`src/hw/iacw_pkg.sv`:
```
// Package: register offsets, field positions, reset values and timing for the interrupt block
package iacw_pkg;
    // Register addresses, chosen for the plain register port
    localparam logic [3:0] IACW_ADDR_IRQ_STATUS = 4'h0; // Bank-0 status, timer/port/ext0
    localparam logic [3:0] IACW_ADDR_WAKE_CTRL = 4'h1; // Bank-0 status, wake control
    localparam logic [3:0] IACW_ADDR_IRQ_MASK = 4'h2; // Bank-1 mask, timer/port/ext0
    localparam logic [3:0] IACW_ADDR_WDT_CTRL = 4'h3; // Bank-1 mask, watchdog + cmp enable
    localparam logic [3:0] IACW_ADDR_CMP_CTRL = 4'h4; // Comparator control
    localparam logic [3:0] IACW_ADDR_PORT_IN = 4'h5; // Pin-change port read
    localparam logic [3:0] IACW_ADDR_CTX_ACC = 4'h6; // Shadow accumulator
    localparam logic [3:0] IACW_ADDR_CTX_MISC = 4'h7; // Shadow status/bank bits
    localparam logic [3:0] IACW_ADDR_CTX_IDX = 4'h8; // Shadow index register
    // Status, wake, watchdog and comparator control field positions
    localparam int IACW_ST_TIMER = 0; // Timer overflow flag
    localparam int IACW_ST_PORT = 1; // Pin-change flag
    localparam int IACW_ST_EXT0 = 2; // External input a flag
    localparam int IACW_WK_COMPARATOR_CHANGE_FLAG = 0; // Comparator change flag
    localparam int IACW_WK_COMPARATOR_WAKE_ENABLE = 2; // Comparator wake enable
    localparam int IACW_WK_EXT1 = 7; // External input b flag
    localparam int IACW_WD_COMPARATOR_IRQ_ENABLE = 0; // Comparator irq enable
    localparam int IACW_CC_SEL_LO = 3; // Comparator select low bit
    localparam int IACW_CC_SEL_HI = 4; // Comparator select high bit
    localparam int IACW_CC_RESULT = 5; // Comparator result
    localparam int IACW_CC_EXT_IRQ0_PIN_SELECT = 6; // External input a pin select
    localparam int IACW_CC_EXT_IRQ1_PIN_SELECT = 7; // External input b pin select
    // Writable masks of mixed registers
    localparam logic [7:0] IACW_WAKE_WMASK = 8'h85;
    localparam logic [7:0] IACW_WDT_WMASK = 8'hBD;
    localparam logic [7:0] IACW_CMP_WMASK = 8'hD8;
    localparam logic [7:0] IACW_STAT_WMASK = 8'h07;
    // Reset values
    localparam logic [7:0] IACW_RST_ZERO = 8'h00;
    // Interrupt vector
    localparam logic [11:0] IACW_IRQ_VECTOR = 12'h008;
    // Noise filter: pulses shorter than this many clocks are rejected
    localparam int IACW_NOISE_CLKS = 8;
    localparam logic [3:0] IACW_NOISE_MAX = 4'(IACW_NOISE_CLKS - 1);
endpackage

```
`src/hw/iacw_irq_ctrl.sv`:
```
// Interrupt controller with comparator wake logic for a small 8-bit core
//
// Chosen here: the register addresses and the strobed register port.
`timescale 1ns/1ps
module iacw_irq_ctrl #(
    parameter int unsigned PORT_W = 8
) (
    // Clock and reset
    input wire logic sys_clk,
    input wire logic reset_n,
    // Register port
    input wire logic [3:0] reg_addr,
    input wire logic [7:0] reg_wdata,
    input wire logic reg_wr,
    input wire logic reg_rd,
    output logic [7:0] reg_rdata,
    // Core instruction events
    input wire logic enable_interrupts_instr,
    input wire logic disable_interrupts_instr,
    input wire logic return_from_irq_instr,
    input wire logic sleep_instr,
    input wire logic irq_taken,
    // Core context to save and restore
    input wire logic [7:0] core_accumulator,
    input wire logic [3:0] core_status_bits,
    input wire logic [2:0] core_bank_bits,
    input wire logic [7:0] core_index,
    output logic [7:0] ctx_accumulator,
    output logic [3:0] ctx_status_bits,
    output logic [2:0] ctx_bank_bits,
    output logic [7:0] ctx_index,
    output logic ctx_restore,
    // Core control
    output logic irq_request,
    output logic [11:0] irq_vector,
    output logic sleeping,
    output logic wake_up,
    // Event sources
    input wire logic timer_counter_overflow,
    input wire logic [PORT_W-1:0] port_pins,
    input wire logic ext_irq_input_a,
    input wire logic ext_irq_input_b,
    input wire logic comparator_raw,
    // Nonvolatile option bits 8~7: filter enable, falling edge
    input wire logic [1:0] noise_option,
    // Shared pin and comparator pin control
    input wire logic shared_io_out,
    input wire logic shared_io_oe,
    output logic comparator_out_pin,
    output logic comparator_out_pin_oe,
    output logic shared_pin_is_irq,
    output logic cmp_inputs_analog,
    output logic cmp_amplifier_mode,
    output logic comparator_enable
);
    import iacw_pkg::*;

    // All registered state of the controller apart from the noise filters
    typedef struct packed {
        logic [7:0] stat;         // Raw flags: timer, port, ext a
        logic [7:0] wake;         // Wake control: ext b flag, wake en, cmp flag
        logic [7:0] mask;         // Masks for stat, bit3 for the ext b flag in wake
        logic [7:0] wdt;          // Watchdog control, bit0 cmp irq enable
        logic [7:0] cmp;          // Comparator control, result bit live
        logic [PORT_W-1:0] port_ref; // Port reference levels
        logic cmp_ref;            // Latched comparator level
        logic cmp_prev;           // Comparator level last cycle
        logic gie;                // Global interrupt enable
        logic asleep;             // Core in sleep
        logic wake_pls;           // Wake pulse
        logic in_isr;             // Context held
        logic restore;            // Restore pulse
        logic [7:0] sh_acc;       // Shadow accumulator
        logic [3:0] sh_stat;      // Shadow status bits 5,4,1,0
        logic [2:0] sh_bank;      // Shadow bank bits
        logic [7:0] sh_idx;       // Shadow index
        logic [7:0] rdata;        // Read data register
    } iacw_state_type;

    iacw_state_type state_r;
    iacw_state_type state_nxt;

    // Filtered external edges
    logic ext_a_edge;
    logic ext_b_edge;
    // Combined pending request
    logic pending;
    logic cmp_change;
    logic port_change;

    ////////////////////////////////////////////////////////////////////////
    // Read-modify helper: keep read-only bits, take writable ones
    function automatic logic [7:0] merge_wr(input logic [7:0] old_v,
                                            input logic [7:0] new_v,
                                            input logic [7:0] wmask);
        merge_wr = (old_v & ~wmask) | (new_v & wmask);
    endfunction

    ////////////////////////////////////////////////////////////////////////
    // Noise filters on both external inputs
    iacw_noise_filter #(.CNT_W(4)) u_filt_a (
        .sys_clk(sys_clk),
        .reset_n(reset_n),
        .filter_on(noise_option[1]),
        .edge_falling(noise_option[0]),
        .stable_max(IACW_NOISE_MAX),
        .pin_in(ext_irq_input_a),
        .edge_pulse(ext_a_edge)
    );

    iacw_noise_filter #(.CNT_W(4)) u_filt_b (
        .sys_clk(sys_clk),
        .reset_n(reset_n),
        .filter_on(noise_option[1]),
        .edge_falling(noise_option[0]),
        .stable_max(IACW_NOISE_MAX),
        .pin_in(ext_irq_input_b),
        .edge_pulse(ext_b_edge)
    );

    ////////////////////////////////////////////////////////////////////////
    // Change detection: port against its software-latched reference
    assign port_change = (port_pins != state_r.port_ref);
    // Comparator counts as on only when its select bits use it
    assign comparator_enable = state_r.cmp[IACW_CC_SEL_HI] | state_r.cmp[IACW_CC_SEL_LO];
    // Live change against last cycle; reference only matters for wake
    assign cmp_change = comparator_enable && (comparator_raw != state_r.cmp_prev);
    // Pending interrupt: any masked-in flag
    assign pending = |(state_r.stat & state_r.mask & IACW_STAT_WMASK)
        | (state_r.wake[IACW_WK_EXT1] & state_r.mask[3])
        | (state_r.wake[IACW_WK_COMPARATOR_CHANGE_FLAG] & state_r.wdt[IACW_WD_COMPARATOR_IRQ_ENABLE]);

    ////////////////////////////////////////////////////////////////////////
    // Next state
    always_comb begin
        state_nxt = state_r;
        state_nxt.wake_pls = 1'b0;
        state_nxt.restore = 1'b0;
        state_nxt.cmp_prev = comparator_raw;
        state_nxt.cmp[IACW_CC_RESULT] = comparator_raw;

        // Register writes first, so hardware sets below win over clears
        if (reg_wr) begin
            case (reg_addr)
                IACW_ADDR_IRQ_STATUS: begin
                    state_nxt.stat = merge_wr(state_r.stat, reg_wdata, IACW_STAT_WMASK);
                end
                IACW_ADDR_WAKE_CTRL: begin
                    state_nxt.wake = merge_wr(state_r.wake, reg_wdata, IACW_WAKE_WMASK);
                end
                IACW_ADDR_IRQ_MASK: begin
                    state_nxt.mask = reg_wdata & 8'h0F;
                end
                IACW_ADDR_WDT_CTRL: begin
                    state_nxt.wdt = merge_wr(state_r.wdt, reg_wdata, IACW_WDT_WMASK);
                end
                IACW_ADDR_CMP_CTRL: begin
                    state_nxt.cmp = merge_wr(state_r.cmp, reg_wdata, IACW_CMP_WMASK);
                    state_nxt.cmp[IACW_CC_RESULT] = comparator_raw;
                end
                default: begin
                    // Unmapped or read-only: ignored
                end
            endcase
        end

        // Reads that latch references
        if (reg_rd && reg_addr == IACW_ADDR_PORT_IN) begin
            state_nxt.port_ref = port_pins;
        end
        if (reg_rd && reg_addr == IACW_ADDR_CMP_CTRL) begin
            state_nxt.cmp_ref = comparator_raw;
        end

        // Flags set when masked in (external inputs also need their pin select), regardless of global enable
        if (timer_counter_overflow && state_r.mask[IACW_ST_TIMER]) begin
            state_nxt.stat[IACW_ST_TIMER] = 1'b1;
        end
        if (port_change && state_r.mask[IACW_ST_PORT]) begin
            state_nxt.stat[IACW_ST_PORT] = 1'b1;
        end
        if (ext_a_edge && state_r.mask[IACW_ST_EXT0] && state_r.cmp[IACW_CC_EXT_IRQ0_PIN_SELECT]) begin
            state_nxt.stat[IACW_ST_EXT0] = 1'b1;
        end
        if (ext_b_edge && state_r.mask[3] && state_r.cmp[IACW_CC_EXT_IRQ1_PIN_SELECT]) begin
            state_nxt.wake[IACW_WK_EXT1] = 1'b1;
        end
        // Comparator flag: hardware only ever sets it
        if (cmp_change) begin
            state_nxt.wake[IACW_WK_COMPARATOR_CHANGE_FLAG] = 1'b1;
        end

        // Global enable
        if (enable_interrupts_instr) begin
            state_nxt.gie = 1'b1;
        end else if (disable_interrupts_instr) begin
            state_nxt.gie = 1'b0;
        end

        // Interrupt entry: save context, block nesting
        if (irq_taken && !state_r.in_isr) begin
            state_nxt.in_isr = 1'b1;
            state_nxt.gie = 1'b0;
            state_nxt.sh_acc = core_accumulator;
            state_nxt.sh_stat = core_status_bits;
            state_nxt.sh_bank = core_bank_bits;
            state_nxt.sh_idx = core_index;
        end else if (return_from_irq_instr) begin
            state_nxt.in_isr = 1'b0;
            state_nxt.gie = 1'b1;
            state_nxt.restore = 1'b1;
        end

        // Sleep and wake
        if (sleep_instr) begin
            state_nxt.asleep = 1'b1;
        end else if (state_r.asleep) begin
            if ((port_change && state_r.mask[IACW_ST_PORT])
                || (comparator_enable && state_r.wake[IACW_WK_COMPARATOR_WAKE_ENABLE]
                    && comparator_raw != state_r.cmp_ref)
                || pending) begin
                state_nxt.asleep = 1'b0;
                state_nxt.wake_pls = 1'b1;
            end
        end

        // Read data, status views gated by masks
        case (reg_addr)
            IACW_ADDR_IRQ_STATUS: state_nxt.rdata = state_r.stat & state_r.mask
                & IACW_STAT_WMASK;
            IACW_ADDR_WAKE_CTRL: state_nxt.rdata = state_r.wake
                & {state_r.mask[3], 6'h3F, state_r.wdt[IACW_WD_COMPARATOR_IRQ_ENABLE]};
            IACW_ADDR_IRQ_MASK: state_nxt.rdata = state_r.mask;
            IACW_ADDR_WDT_CTRL: state_nxt.rdata = state_r.wdt;
            IACW_ADDR_CMP_CTRL: state_nxt.rdata = state_r.cmp;
            IACW_ADDR_PORT_IN: state_nxt.rdata = 8'(port_pins);
            IACW_ADDR_CTX_ACC: state_nxt.rdata = state_r.sh_acc;
            IACW_ADDR_CTX_MISC: state_nxt.rdata = {1'b0, state_r.sh_bank, state_r.sh_stat};
            IACW_ADDR_CTX_IDX: state_nxt.rdata = state_r.sh_idx;
            default: state_nxt.rdata = 8'h00;
        endcase
    end

    ////////////////////////////////////////////////////////////////////////
    // Register the state
    always_ff @(posedge sys_clk) begin
        if (!reset_n) begin
            state_r <= '0;
        end else begin
            state_r <= state_nxt;
        end
    end

    ////////////////////////////////////////////////////////////////////////
    // Outputs
    assign reg_rdata = state_r.rdata;
    // Request only with global enable and outside a service routine
    assign irq_request = pending && state_r.gie && !state_r.in_isr && !state_r.asleep;
    assign irq_vector = IACW_IRQ_VECTOR;
    assign sleeping = state_r.asleep;
    // Core resumes next instruction; irq_request then vectors if enabled
    assign wake_up = state_r.wake_pls;
    assign ctx_restore = state_r.restore;
    assign ctx_accumulator = state_r.sh_acc;
    assign ctx_status_bits = state_r.sh_stat;
    assign ctx_bank_bits = state_r.sh_bank;
    assign ctx_index = state_r.sh_idx;

    // Shared pin: ext input b first, then comparator out, then I/O
    assign shared_pin_is_irq = state_r.cmp[IACW_CC_EXT_IRQ1_PIN_SELECT];
    assign cmp_inputs_analog = comparator_enable;
    assign cmp_amplifier_mode = &state_r.cmp[IACW_CC_SEL_HI:IACW_CC_SEL_LO];
    assign comparator_out_pin = state_r.cmp[IACW_CC_SEL_HI]
        ? state_r.cmp[IACW_CC_RESULT] : shared_io_out;
    assign comparator_out_pin_oe = !state_r.cmp[IACW_CC_EXT_IRQ1_PIN_SELECT]
        && (state_r.cmp[IACW_CC_SEL_HI] || shared_io_oe);
endmodule // iacw_irq_ctrl

```
`src/hw/iacw_noise_filter.sv`:
```
// Noise-rejecting edge detector for one external interrupt input
`timescale 1ns/1ps
module iacw_noise_filter #(
    parameter int unsigned CNT_W = 4
) (
    // Clock and reset
    input wire logic sys_clk,
    input wire logic reset_n,
    // Configuration
    input wire logic filter_on,
    input wire logic edge_falling,
    input wire logic [CNT_W-1:0] stable_max,
    // Pin and result
    input wire logic pin_in,
    output logic edge_pulse
);
    import iacw_pkg::*;

    // All state of the filter
    typedef struct packed {
        logic level;              // Accepted level
        logic [CNT_W-1:0] count;  // Cycles the raw pin differed
        logic pulse;              // Registered edge event
    } iacw_nf_state_type;

    iacw_nf_state_type state_r;
    iacw_nf_state_type state_nxt;

    ////////////////////////////////////////////////////////////////////////
    // Next state: a new level is accepted after a full stable run, or at once with the filter off
    always_comb begin
        state_nxt = state_r;
        state_nxt.pulse = 1'b0;
        if (pin_in == state_r.level) begin
            // Glitch ended early, forget it
            state_nxt.count = '0;
        end else if (!filter_on || state_r.count == stable_max) begin
            state_nxt.level = pin_in;
            state_nxt.count = '0;
            // Edge polarity chosen by configuration
            state_nxt.pulse = edge_falling ? !pin_in : pin_in;
        end else begin
            state_nxt.count = state_r.count + 1'b1;
        end
    end

    // Register the state
    always_ff @(posedge sys_clk) begin
        if (!reset_n) begin
            state_r <= '0;
        end else begin
            state_r <= state_nxt;
        end
    end

    assign edge_pulse = state_r.pulse;
endmodule // iacw_noise_filter

```
`config.mk`:
```
export PLATFORM = sky130hd
export DESIGN_NAME = iacw_irq_ctrl
export DESIGN_NICKNAME = d
export VERILOG_FILES = /design/src/hw/iacw_pkg.sv /design/src/hw/iacw_irq_ctrl.sv /design/src/hw/iacw_noise_filter.sv
export SDC_FILE = /design/constraint.sdc
export NUM_CORES = 1
export LEC_CHECK = 0
export ABC_AREA = 1
export BUFFER_PORTS_ARGS = -buffer_cell sky130_fd_sc_hd__buf_2
export CAP_MARGIN = 40
export CORE_MARGIN = 3
export CORE_UTILIZATION = 46
export CTS_CLUSTER_DIAMETER = 30
export DETAILED_ROUTE_END_ITERATION = 8
export GPL_TIMING_DRIVEN = 0
export PLACE_DENSITY = 0.76
export SLEW_MARGIN = 10
export SYNTH_ARGS = -nofsm -noshare
export SYNTH_HDL_FRONTEND = slang
export SYNTH_SLANG_ARGS = --single-unit
```
`constraint.sdc`:
```
create_clock -name sys_clk -period 1.1 [get_ports sys_clk]
set_input_delay 0.055 -clock sys_clk [delete_from_list [all_inputs] [get_ports sys_clk]]
set_output_delay 0.055 -clock sys_clk [all_outputs]
set_load 0.005 [all_outputs]
```
==> flow_summary.toml <==
[hold_path]
min_to = "ctx_accumulator[3]"
min_delay_path_depth = 3
hp-class = "in2reg"
hold_path_startpoint = "core_accumulator[3]"

[synthesis]
synth_cell_types = 32
synth_commonest_cells = "86 x nand2_1, 78 x dfxtp_1, 65 x inv_1"
synth_warnings = 0
synth_area_leaders = "dfxtp_1 42%, buf_4 8.8%, nand2_1 8.6%"
synth_most_common_cell = "nand2_1"
yosysSeqAreaShare_pct = 41.7
netlist_area_um2 = 3740
netlist.area_leader.share_pct = 41.7
synthCells = 517
synth-async-reset-ratio_pct = 0
yosys.area.top_type = "dfxtp_1"
synth_ff_type = "dfxtp_1"
synth-edff-count = 0
syn_area_per_cell_um2 = 7.24
ys_ff_latch = 78

[floorplanning]
num_rows = 32
die_w_um = 96.2
pin_count = 113
die_h_um = 96.2
start_util_pct = 47.9
coreArea_um2 = 7810
die-area_um2 = 9260

[cts]
cts_max_level = 3
cts_tree = "built"
cts_root_buffer = "clkbuf_8"
clkSinkCount = 78
cts_buffer_depth = 2
numCtsBuffers = 9
clkLatencyLatePin_ps = 360
path_clk_slew_ps = 90

[sta]
fin_crit_sh_pct = 123
fmax_ghz = 0.739
setup_viol = 4
period_needed_ps = 1350
relSlewSlack_pct = 60.9
hold_viol = 0
tightestPinTransition_ps = 586
setup_slack_ps = -253
clock_skew_ps = 11.2
rsz0062_at_grt = "yes"
finalMaxSlewViolations = 0

[grt]
grt_start_max_net_pins = 16
grt_remaining_overflow = 0
grt_pass1_wl_um = 16400
first_global_vias = 3531
antenna_found_initial = 0
gr-usage-all-layers_pct = 23.2

[status]
violations = "setup timing"
status = "complete, but fails checks"

[drt]
dr.pass1.iters = 5
drtIter0Drc = 193
avgViaCountPerCell = 4.81
ant_nets = 0
vias = 3802
wl_per_cell_um = 13.5
routed_wl_um = 10700
drc = 0

[place]
port_buffers = 100
place.gp.congestion = 0.887
placed_area_um2 = 4410
place_hpwl_um = 7650
place_inst = 729

[cells_and_area]
final_util_pct = 67.8
syn2layout_area_growth_pct = 41.4
fillCellCount = 656
final_layout_size_suffix_gt1_share_pct = 36.8
design_area_um2 = 5300
nets = 745
antennaDiodeCount = 0
fin_cells = 790

[pwr]
ir_drop_uv = 853
power_leakage_nw = 2.54
power_density_nw_per_um2 = 1190
total_power_w = 0.00629

[setup_path]
cp.required_ps = 1040
reg2regPathDepth = 7
cp_data_arrival_time_ps = 1300
crit_path_start_kind = "register"
r2r_end = "sleeping"
endpoint_kind = "primary output"
r2r_start = "state_r[45]"
reg2reg_slack_ps = -70
critPathKind = "reg2out"
crit_fanout = 2

[run]
cap_violations = 0
## state kept, by name, indices dropped and copies added (netlist names)
| name | count |
|---|---|
| u_filt_b.state_r | 5 |
| sleeping | 1 |
| u_filt_b.edge_pulse | 1 |
| wake_up | 1 |
| u_filt_a.state_r | 5 |
| ctx_status_bits | 4 |
| ctx_bank_bits | 3 |
| state_r | 31 |
| ctx_accumulator | 8 |
| shared_pin_is_irq | 1 |
| u_filt_a.edge_pulse | 1 |
| reg_rdata | 8 |
| ctx_index | 8 |
| ctx_restore | 1 |
## power breakdown
part / switching, W / internal, W
clock: 0.00114 / 0.00108
sequential: 0.0000880 / 0.00295
combinational: 0.000511 / 0.000528
total: 0.00174 / 0.00455
## cell families (layout without fill, tap and decap cells)
| group | count (synthesis) | after routing | share of synthesized area [%] |
|---|---|---|---|
| AOI/OAI and AO/OA | 118 | 118 | 16.6 |
| xor gates and xnor gates | 8 | 8 | 1.87 |
| adders and majority gates | 2 | 2 | 0.668 |
| buffers and inverters | 127 | 288 | 17.6 |
| DFF | 78 | 78 | 41.7 |
| other | 2 | 12 | 0.201 |
| and+or+nand+nor | 182 | 182 | 21.3 |
## cells in the final DEF, fill, tap and decap left out, types with 3 or more instances in the layout
master / count
a21oi_1: 49
buf_2: 102
buf_4: 53
buf_6: 6
clkbuf_1: 5
clkbuf_8: 10
conb_1: 12
dfxtp_1: 58
dfxtp_2: 18
dlygate4sd3_1: 36
inv_1: 56
inv_2: 11
inv_6: 3
nand2_1: 77
nand2_2: 12
nand2_4: 5
nand3_1: 24
nor2_1: 46
nor2_4: 4
nor3_1: 3
o21ai_0: 36
o21ai_1: 10
o21ai_2: 4
o22ai_1: 12
xnor2_1: 4
## stage by stage
step	TNS [ps]	hold slack [ps]	setup WS (ps)
floorplan	0	148	16.0
global placement	-3240	303	-202
finish	-380	0.559	-253
CTS	-297	0.888	-241
global route	-1000	8.04	-357
detailed placement	-4210	313	-221
## final cells by class
cell class	instances	area, µm²	share of cell area (%)
multi-input combinational	322	1740	32.8
sequential	78	1590	30.1
timing repair buffer	147	960	18.1
buffer	56	409	7.73
inverter	69	264	4.99
tap	102	128	2.41
clock buffer	9	124	2.34
clock inverter	7	80.1	1.51
## routing by layer
metal / global-route usage [%] / vias up / wire [µm]
li1: - / 1939 / -
met1: 29.2 / 1723 / 4480
met2: 40.0 / 125 / 5280
met3: 3.28 / 15 / 766
met4: 9.12 / 0 / 175
met5: 0 / - / 0
## worst max-delay path: stages, from the launching register on
cell and delay [ps]:
dfxtp_2 330, nand2_2 80, nand3_2 60, nand3b_1 190, nand3_1 100, nor2_1 50, buf_2 130
## worst max path at each step
stage	startpoint	endpoint	slack (ps)	cells after the start
final	state_r[70]	irq_request	-250	6
after global routing	state_r[70]	irq_request	-360	6
after CTS	state_r[54]	irq_request	-240	6
after detailed placement	state_r[32]	ctx_accumulator[6]	-220	5
after global placement	state_r[32]	state_r[32]	-200	5
after floorplan	u_filt_b.state_r[1]	u_filt_b.edge_pulse	20	5
## what timing repair did
item | 4_1_cts | 5_1_grt
endpoints found under the setup margin | 42 | 36
endpoints found under the hold margin | 38 | 0
hold buffers | 36 | 0
pin swaps | 5 | 20
setup buffers | 6 | 5
gates resized for setup | 49 | 45
No activity file was read; power rests on OpenSTA's default activity.
